<file path="config.mk">
export PLATFORM = sky130hd
export DESIGN_NAME = edge_clock_circuits
export DESIGN_NICKNAME = d
export VERILOG_FILES = /design/src/verilog/edge_pkg.sv /design/src/verilog/delay_line.sv /design/src/verilog/edge_ff.sv /design/src/verilog/edge_clock_circuits.sv
export SDC_FILE = /design/constraint.sdc
export NUM_CORES = 1
export LEC_CHECK = 0
export BUFFER_PORTS_ARGS = -buffer_cell sky130_fd_sc_hd__clkbuf_2
export CAP_MARGIN = 20
export CORE_AREA = 2 2 64 66
export CTS_CLUSTER_SIZE = 40
export DETAILED_ROUTE_END_ITERATION = 6
export DIE_AREA = 0 0 66 68
export PLACE_DENSITY_LB_ADDON = 0.08
export SLEW_MARGIN = 40
export SYNTH_ARGS = -nofsm -noshare
export SYNTH_HDL_FRONTEND = slang
export SYNTH_SLANG_ARGS = --single-unit
</file>
<file path="constraint.sdc">
create_clock -name clk -period 1 [get_ports clk]
set_clock_uncertainty 0.05 [all_clocks]
set_input_delay 0.2 -clock clk [delete_from_list [all_inputs] [get_ports clk]]
set_output_delay 0.2 -clock clk [all_outputs]
set_load 0.005 [all_outputs]
</file>
<file path="src/verilog/edge_pkg.sv">
// package: constants and carriers for the edge set/clear clock circuits
package edge_pkg;

  // ------------------------------------------------------------
  // clock and delay figures
  // ------------------------------------------------------------
  localparam int CLK_MHZ = 100;
  // narrowest filter delay known to work, in ns
  localparam int FILTER_DLY_NS = 4;
  // least time rounds up to whole cycles, at least one
  localparam int FILTER_DLY_RAW = (FILTER_DLY_NS * CLK_MHZ + 999) / 1000;
  localparam int FILTER_DLY_CYC = (FILTER_DLY_RAW < 1) ? 1 : FILTER_DLY_RAW;
  // default delays of the feedback paths, in clk cycles
  localparam int DOUBLER_DLY_CYC = 1;
  localparam int MULT_CLR_DLY_CYC = 1;
  localparam int MULT_SET_DLY_CYC = 1;
  localparam int FILTER_RST_DLY_CYC = 1;
  localparam int MULT_STAGES = 4;

  // ------------------------------------------------------------
  // reset levels
  // ------------------------------------------------------------
  localparam logic Q_RESET = 1'b0;
  localparam logic EDGE_PREV_RESET = 1'b1;
  localparam logic SYNC_RESET = 1'b0;

  // outputs of doubler, divider and filter
  typedef struct packed {
    logic doubled;
    logic div_two_thirds;
    logic div_third;
    logic filtered;
  } clk_outs_t;

endpackage

</file>
<file path="src/verilog/delay_line.sv">
// module: shift register standing in for an analog delay element
`timescale 1ns/1ps
module delay_line #(
  parameter int DEPTH = 1,
  parameter logic INIT = 1'b0
) (
  input wire logic clk,
  input wire logic rst,
  input wire logic din,
  output logic dout
);
  logic [DEPTH-1:0] sr_q;
  logic [DEPTH-1:0] sr_d;

  // ------------------------------------------------------------
  // shift path
  // ------------------------------------------------------------
  // next value: shift in at bit zero; one stage has no select to make
  generate
    if (DEPTH == 1) begin : g_one
      always_comb begin
        sr_d = din;
      end
    end else begin : g_many
      always_comb begin
        sr_d = {sr_q[DEPTH-2:0], din};
      end
    end
  endgenerate

  // register only
  always_ff @(posedge clk) begin
    if (rst) begin
      sr_q <= {DEPTH{INIT}};
    end else begin
      sr_q <= sr_d;
    end
  end

  assign dout = sr_q[DEPTH-1];
endmodule

</file>
<file path="src/verilog/edge_ff.sv">
// module: d flip-flop whose set and clear act on rising edges only
`timescale 1ns/1ps
module edge_ff (
  input wire logic clk,
  input wire logic rst,
  input wire logic clk_evt,
  input wire logic d,
  input wire logic set_lvl,
  input wire logic force_low_edge_input,
  output logic q
);
  import edge_pkg::*;

  logic q_q;
  logic q_d;
  logic set_prev_q;
  logic set_prev_d;
  logic clr_prev_q;
  logic clr_prev_d;
  logic set_rise;
  logic clr_rise;

  // ------------------------------------------------------------
  // edge sensing and state
  // ------------------------------------------------------------
  // a held set or clear level does nothing; only its rise acts
  always_comb begin
    set_rise = set_lvl & ~set_prev_q;
    clr_rise = force_low_edge_input & ~clr_prev_q;
    set_prev_d = set_lvl;
    clr_prev_d = force_low_edge_input;
    q_d = q_q;
    if (clk_evt) begin
      q_d = d;
    end
    // forced edges beat the clock, set beats clear
    if (clr_rise) begin
      q_d = 1'b0;
    end
    if (set_rise) begin
      q_d = 1'b1;
    end
  end

  // previous levels reset high so no edge is seen at release
  always_ff @(posedge clk) begin
    if (rst) begin
      q_q <= Q_RESET;
      set_prev_q <= EDGE_PREV_RESET;
      clr_prev_q <= EDGE_PREV_RESET;
    end else begin
      q_q <= q_d;
      set_prev_q <= set_prev_d;
      clr_prev_q <= clr_prev_d;
    end
  end

  // output only ever changes on a whole clock, never mid-state
  assign q = q_q;
endmodule

</file>
<file path="src/verilog/edge_clock_circuits.sv">
// module: doubler, pulse multiplier, 1/1.5 and 1/3 divider, runt filter
`timescale 1ns/1ps
module edge_clock_circuits #(
  parameter int N_STAGES = edge_pkg::MULT_STAGES,
  parameter int DOUBLER_DLY = edge_pkg::DOUBLER_DLY_CYC,
  parameter int MULT_CLR_DLY = edge_pkg::MULT_CLR_DLY_CYC,
  parameter int MULT_SET_DLY = edge_pkg::MULT_SET_DLY_CYC,
  parameter int FILTER_DLY = edge_pkg::FILTER_DLY_CYC,
  parameter int FILTER_RST_DLY = edge_pkg::FILTER_RST_DLY_CYC
) (
  input wire logic clk,
  input wire logic rst,
  input wire logic sig_in,
  output edge_pkg::clk_outs_t outs,
  output logic [N_STAGES-1:0] mult_q
);
  import edge_pkg::*;

  // ------------------------------------------------------------
  // input synchroniser
  // ------------------------------------------------------------
  logic s1_q;
  logic s2_q;
  logic s3_q;
  logic in_q;
  logic in_d;
  logic in_prev_q;
  logic in_rise;
  logic in_any_edge;

  // accept a change only once stages two and three agree
  always_comb begin
    in_d = in_q;
    if (s2_q == s3_q) begin
      in_d = s3_q;
    end
  end

  // register only
  always_ff @(posedge clk) begin
    if (rst) begin
      s1_q <= SYNC_RESET;
      s2_q <= SYNC_RESET;
      s3_q <= SYNC_RESET;
      in_q <= SYNC_RESET;
      in_prev_q <= SYNC_RESET;
    end else begin
      s1_q <= sig_in;
      s2_q <= s1_q;
      s3_q <= s2_q;
      in_q <= in_d;
      in_prev_q <= in_q;
    end
  end

  // edge events of the cleaned input
  assign in_rise = in_q & ~in_prev_q;
  assign in_any_edge = in_q ^ in_prev_q;

  // ------------------------------------------------------------
  // frequency doubler
  // ------------------------------------------------------------
  logic dbl_q;
  logic dbl_clr;

  // own output, delayed, drives the clear edge
  delay_line #(.DEPTH(DOUBLER_DLY), .INIT(Q_RESET)) u_dbl_dly (
    .clk(clk),
    .rst(rst),
    .din(dbl_q),
    .dout(dbl_clr)
  );

  // inverted output fed back to data; both input edges clock it
  edge_ff u_dbl (
    .clk(clk),
    .rst(rst),
    .clk_evt(in_any_edge),
    .d(~dbl_q),
    .set_lvl(1'b0),
    .force_low_edge_input(dbl_clr),
    .q(dbl_q)
  );

  // ------------------------------------------------------------
  // pulse multiplier chain
  // ------------------------------------------------------------
  logic [N_STAGES-1:0] m_q;
  logic [N_STAGES-1:0] m_clr;
  logic [N_STAGES-1:0] m_nq_dly;
  logic [N_STAGES-1:0] m_set;

  // every stage is clocked by the input rise; later ones are also set
  // by the rise of the previous stage's delayed ~q, so stage k adds one
  assign m_set = {m_nq_dly[N_STAGES-2:0], 1'b0};

  genvar g;
  generate
    for (g = 0; g < N_STAGES; g = g + 1) begin : g_stage
      // self clear after its own rise
      delay_line #(.DEPTH(MULT_CLR_DLY), .INIT(Q_RESET)) u_clr_dly (
        .clk(clk),
        .rst(rst),
        .din(m_q[g]),
        .dout(m_clr[g])
      );
      // delayed inverted output toward the next stage
      delay_line #(.DEPTH(MULT_SET_DLY), .INIT(~Q_RESET)) u_set_dly (
        .clk(clk),
        .rst(rst),
        .din(~m_q[g]),
        .dout(m_nq_dly[g])
      );
      edge_ff u_stage (
        .clk(clk),
        .rst(rst),
        .clk_evt(in_rise),
        .d(1'b1),
        .set_lvl(m_set[g]),
        .force_low_edge_input(m_clr[g]),
        .q(m_q[g])
      );
    end
  endgenerate

  assign mult_q = m_q;

  // ------------------------------------------------------------
  // divide by 1.5 and 3
  // ------------------------------------------------------------
  logic div1_q;
  logic div2_q;
  logic div1_prev_q;
  logic div1_fall;

  // flop two is clocked by the fall of flop one (its ~q rise)
  always_ff @(posedge clk) begin
    if (rst) begin
      div1_prev_q <= Q_RESET;
    end else begin
      div1_prev_q <= div1_q;
    end
  end

  assign div1_fall = div1_prev_q & ~div1_q;

  // toggles on each input rise; forced high by flop two's rise
  edge_ff u_div1 (
    .clk(clk),
    .rst(rst),
    .clk_evt(in_rise),
    .d(~div1_q),
    .set_lvl(div2_q),
    .force_low_edge_input(1'b0),
    .q(div1_q)
  );

  // ripple stage of the counter
  edge_ff u_div2 (
    .clk(clk),
    .rst(rst),
    .clk_evt(div1_fall),
    .d(~div2_q),
    .set_lvl(1'b0),
    .force_low_edge_input(1'b0),
    .q(div2_q)
  );

  // ------------------------------------------------------------
  // runt pulse filter
  // ------------------------------------------------------------
  logic flt_clk_lvl;
  logic flt_clk_prev_q;
  logic flt_clk_rise;
  logic flt_q;
  logic flt_rst;

  // clock path: input through the glitch delay
  delay_line #(.DEPTH(FILTER_DLY), .INIT(SYNC_RESET)) u_flt_dly (
    .clk(clk),
    .rst(rst),
    .din(in_q),
    .dout(flt_clk_lvl)
  );

  // rising edge of the delayed copy
  always_ff @(posedge clk) begin
    if (rst) begin
      flt_clk_prev_q <= SYNC_RESET;
    end else begin
      flt_clk_prev_q <= flt_clk_lvl;
    end
  end

  // sample the live input: a glitch already gone reads low
  assign flt_clk_rise = flt_clk_lvl & ~flt_clk_prev_q;

  // reset path: own output delayed back to the clear edge
  delay_line #(.DEPTH(FILTER_RST_DLY), .INIT(Q_RESET)) u_flt_rst (
    .clk(clk),
    .rst(rst),
    .din(flt_q),
    .dout(flt_rst)
  );

  // rests low after reset until a qualifying pulse
  edge_ff u_flt (
    .clk(clk),
    .rst(rst),
    .clk_evt(flt_clk_rise),
    .d(in_q),
    .set_lvl(1'b0),
    .force_low_edge_input(flt_rst),
    .q(flt_q)
  );

  // ------------------------------------------------------------
  // outputs, straight from flops
  // ------------------------------------------------------------
  // late sampling only adds latency, never a partial pulse
  assign outs.doubled = dbl_q;
  assign outs.div_two_thirds = div1_q;
  assign outs.div_third = div2_q;
  assign outs.filtered = flt_q;
endmodule

</file>
==> Yosys cells after proc, flatten, opt, wreduce, memory -nomap -nowiden <==
Index checks and enable logic that the tools add are counted.
{ "totals": {"ff_bits": 34, "in_bits": 3, "out_inout_bits": 8} }
{ "op_classes": {"n_eq_ne": 1, "n_mux": 9, "bitwise": 32, "reduce_logical": 7} }
{ "ops": {"columns": ["operator", "n"], "rows": [
  ["1-bit inverter", 18],
  ["1-bit bitwise AND", 13],
  ["1-bit two-way mux", 9],
  ["3-bit nonzero test", 3],
  ["2-bit OR reduction", 3],
  ["2-bit nonzero test", 1],
  ["1-bit == test", 1],
  ["1-bit bitwise XOR", 1]
]} }

==> Depth between registers and ports, before layout <==
{ "logic_depth": {"word_depth": 5, "mapped_depth": 4, "ltp_nobuf": 4} }

==> Modules after synthesis <==
Synthesis repeated with hierarchy kept, for this count alone.
{ "unflattened": {"cells_unflattened": 125, "hier_area_um2": 1437.6} }
{ "modules_own_cells": {"columns": ["mod", "instances", "cells_each", "area_per_inst_um2"], "rows": [
  ["edge_ff", 8, 9, 105.1],
  ["edge_clock_circuits", 1, 33, 281.5],
  ["delay_line (g_stage[0].u_clr_dly ...)", 7, 2, 33.8],
  ["delay_line (g_stage[0].u_set_dly ...)", 3, 2, 26.3]
]} }

==> Worst setup path after synthesis <==
No wires, ideal clock.
{ "synth_path": {"path_type": "register -> register", "start": "register, netlist name u_flt_dly.dout", "end": "register u_dbl.q_q (netlist: u_dbl.q)", "t_arrival_ns": 0.866, "setup_slack_ns": 0.006, "path_stages_with_launch": 5, "n_path_buf": 0, "path_cell_list": "dfxtp_1 > inv_1 > ha_1 > xor2_1 > nor3_1"} }
{ "synth_rtl": {"columns": ["element", "line", "source"], "rows": [
  ["end signal: assignment", "edge_ff.sv:52", "q_q <= q_d;"],
  ["end: declaration", "edge_ff.sv:14", "logic q_q;"]
]} }

==> impl_metrics.yaml <==
status:
  status: "finished, final reports clean"
timing:
  clock.fmax_mhz: 1012
  fin_crit_sh_pct: 98.77
  relSlewSlack_pct: 88.57
  tightest_slew_ns: 0.1714
  rsz0062_at_grt: "true"
  finalSetupViolCount: 0
  fin_crit_ns: 0.9877
  drv_slew: 0
  hold_ws_ns: 0.08070
  hold_viol_final: 0
clock_network:
  cts_sinks: 34
  cts_tree: "done"
  clk_pin_slew_worst_paths_ns: 0.07
  clkLatencyLatePin_ns: 0.28
  cts-root-buf: "clkbuf_8"
  postCtsHoldBufs: 0
  clockBufferDepth: 2
  cts_buffers: 5
  htreeDepth: 2
pwr:
  p_int_mw: 1.971
  seq_power_share_pct: 56.6
  ir_worst_vdd_uv: 674.4
  p_leak_nw: 0.5686
  power_density_nw_per_um2: 1787
  comb_power_share_pct: 2.7
  p_clk_share_pct: 40.7
  switching_share_pct: 19.61
  switchingPower_mw: 0.4808
  power_mw: 2.452
synthesis:
  synth_seq_cells: 34
  synth_area_per_cell_um2: 10.70
  synthDistinctLibCells: 21
  syn_inst: 103
  ys.flop_type: "dfxtp_1"
  synth-seq-area-share_pct: 61.75
  synth-async-reset-ratio_pct: 0
  synth_edf_count: 0
  syn_nets: 107
  yosysWarnings: 0
  syn_area_um2: 1102
critical_path:
  crit_fanout: 2
  arrival_ns: 1.11
  crit_path_start_kind: "flop"
  path_cells: "inv_2 > ha_4 > xor2_1 > nor3_1"
  worstPathRequired_ns: 1.12
  cp_slowest_cell: "dfxtp_2"
  slowest_delay_ns: 0.33
  critPathKind: "reg -> reg"
  crit_path_end_kind: "flop"
floorplanning:
  rows: 23
  dieWidth_um: 66
  initial_utilization_pct: 28.59
  die_h_um: 68
  io_pins: 11
  core-area_um2: 3856
  die-area_um2: 4488
finish:
  drive_gt1_share_pct: 40.65
  antennaDiodeCount: 0
  nNetsFinal: 126
  area_delta_synth_final_pct: 24.52
placed_design:
  hpwl_mm: 1.042
  place.gp.congestion: 0.6894
  io_buffers: 10
global_routing:
  grt_pass1_vias: 619
  grt_usage_pct: 8.929
  grt_max_degree: 27
  grt_first_pass_wirelength_mm: 2.780
  antenna_found_initial: 0
  grt_overflow: 0
routing:
  postRouteAntennaNets: 0
  vias: 678
  wl_per_cell_um: 9.428
  drcViolationCount: 0
  drt_iter0_drc: 40
  viasPerCell: 3.919
  totalWireLength_mm: 1.631
  dr.pass1.iters: 3
flow_run:
  maxCapViolCount: 0
hold_path:
  hold_path_class: "in -> reg"
-- metal layers --
| layer | vias to the layer above | global-route usage (%) | share of wire [%] |
|---|---|---|---|
| met2 | 10 | 13.38 | 48 |
| met4 | 0 | 5.357 | 2.6 |
| li1 | 352 | - | - |
| met3 | 6 | 5.428 | 5.6 |
| met5 | - | 0 | 0 |
| met1 | 310 | 9.654 | 44 |
-- state kept, by name (all words and copies together), names as in the netlist --
name and cells:
div1_prev_q 1, flt_clk_prev_q 1, g_stage.u_clr_dly.dout 4, g_stage.u_set_dly.dout 3
g_stage.u_stage.clr_prev_q 4, g_stage.u_stage.q 4, g_stage.u_stage.set_prev_q 3, in_q 1
s1_q 1, s2_q 1, s3_q 1, u_dbl.clr_prev_q 1
u_dbl.q 1, u_dbl_dly.dout 1, u_div1.q 1, u_div1.set_prev_q 1
u_div2.q 1, u_flt.clr_prev_q 1, u_flt.q 1, u_flt_dly.dout 1
u_flt_rst.dout 1
-- metrics by stage --
stage                     setup WS (ns)  instance area (um2)  utilization, %  std cells  TNS (ns)
after global placement         -0.06837                 1195           30.99        158   -0.1962
after CTS                     0.0002719                 1346           34.91        171         0
after global routing           -0.02193                 1373           35.59        173  -0.06151
final                           0.01230                 1373           35.59        173         0
after detailed placement        -0.1092                 1195           30.99        158   -0.4166
after floorplan                0.005867                 1102               -        103         0
-- Yosys cell counts, drive strengths merged (2+ instances only) --
cell,n,area (um2)
o22ai,4,25.02
o21ai,2,10.00
nor2b,10,62.56
nand2b,7,43.79
or2,10,62.56
inv,9,33.79
a21oi,5,25.02
buf,11,77.57
nor2,3,11.26
dfxtp,34,680.7
xnor2,2,17.52
-- cells in the final DEF (no fill, tap or decap) --
master,synthesis,layout
o22ai_2,0,1
o22ai_1,4,3
dfxtp_1,34,24
inv_2,2,3
clkbuf_8,0,6
o21ai_1,1,1
xnor2_1,2,2
a221oi_2,1,1
nor3_1,1,1
nor2_1,3,3
clkinv_2,0,1
clkbuf_1,0,1
buf_12,0,1
nor2b_2,0,1
buf_4,9,12
ha_4,0,1
nor2b_1,10,9
nand3b_1,1,1
nand2b_1,7,7
xor2_1,1,1
dfxtp_2,0,10
clkbuf_2,0,10
or2_2,3,3
inv_1,7,6
o21ai_0,1,1
nand2_1,1,1
a21oi_1,5,5
or2_1,7,7
-- critical path: cells and delay by family (launching register included) --
family        cells  cell delay (ns)
xor+xnor          1             0.14
buf+inv           1             0.04
fa+ha+maj         1             0.25
simple gates      1             0.06
flops             1             0.33
-- final timing paths --
| kind | start | endpoint | slack [ns] | depth (start not counted) |
|---|---|---|---|---|
| hold reg to reg | g_stage[1].u_clr_dly.dout$_SDFF_PP0_ | g_stage[1].u_stage.clr_prev_q$_SDFF_PP1_ | 0.38 | 1 |
| setup / recovery | u_flt_dly.dout$_SDFF_PP0_ | u_dbl.q$_SDFFE_PP0P_ | 0.01 | 4 |
| hold / removal | sig_in | s1_q$_SDFF_PP0_ | 0.08 | 2 |
| setup reg to reg | u_flt_dly.dout$_SDFF_PP0_ | u_dbl.q$_SDFFE_PP0P_ | 0.01 | 4 |
-- final cells by class --
class	count	area, um2
Clock buffer	7	86.33
Clock inverter	1	5.005
Fill cell	424	2484
Inverter	9	33.78
Multi-Input combinational cell	49	331.6
Sequential cell	34	693.2
Tap cell	50	62.56
Timing Repair Buffer	23	160.2
-- power groups by stage --
| stage | combinational (mW) | sequential (mW) | clock, mW |
|---|---|---|---|
| 6_report | 0.0670 | 1.39 | 0.998 |
| 5_1_grt | 0.0744 | 1.39 | 1.12 |
| 4_1_cts | 0.0684 | 1.39 | 1.05 |
| 3_5_place_dp | 0.0660 | 1.42 | 0 |
| 3_3_place_gp | 0.0643 | 1.42 | 0 |
| 2_1_floorplan | 0.0404 | 1.41 | 0 |
-- cell families after synthesis --
group / share of synthesized area [%]
fa+ha+maj: 1.135
xor+xnor: 2.384
flops: 61.75
compound gates: 6.808
buf+inv: 10.10
simple gates: 17.82
-- what timing repair did --
item,4_1_cts,5_1_grt
buffers inserted,5,2
setup endpoints to repair,13,9
resized for setup,11,4
pin swaps,1,0
No activity file was read; power rests on OpenSTA's default activity.
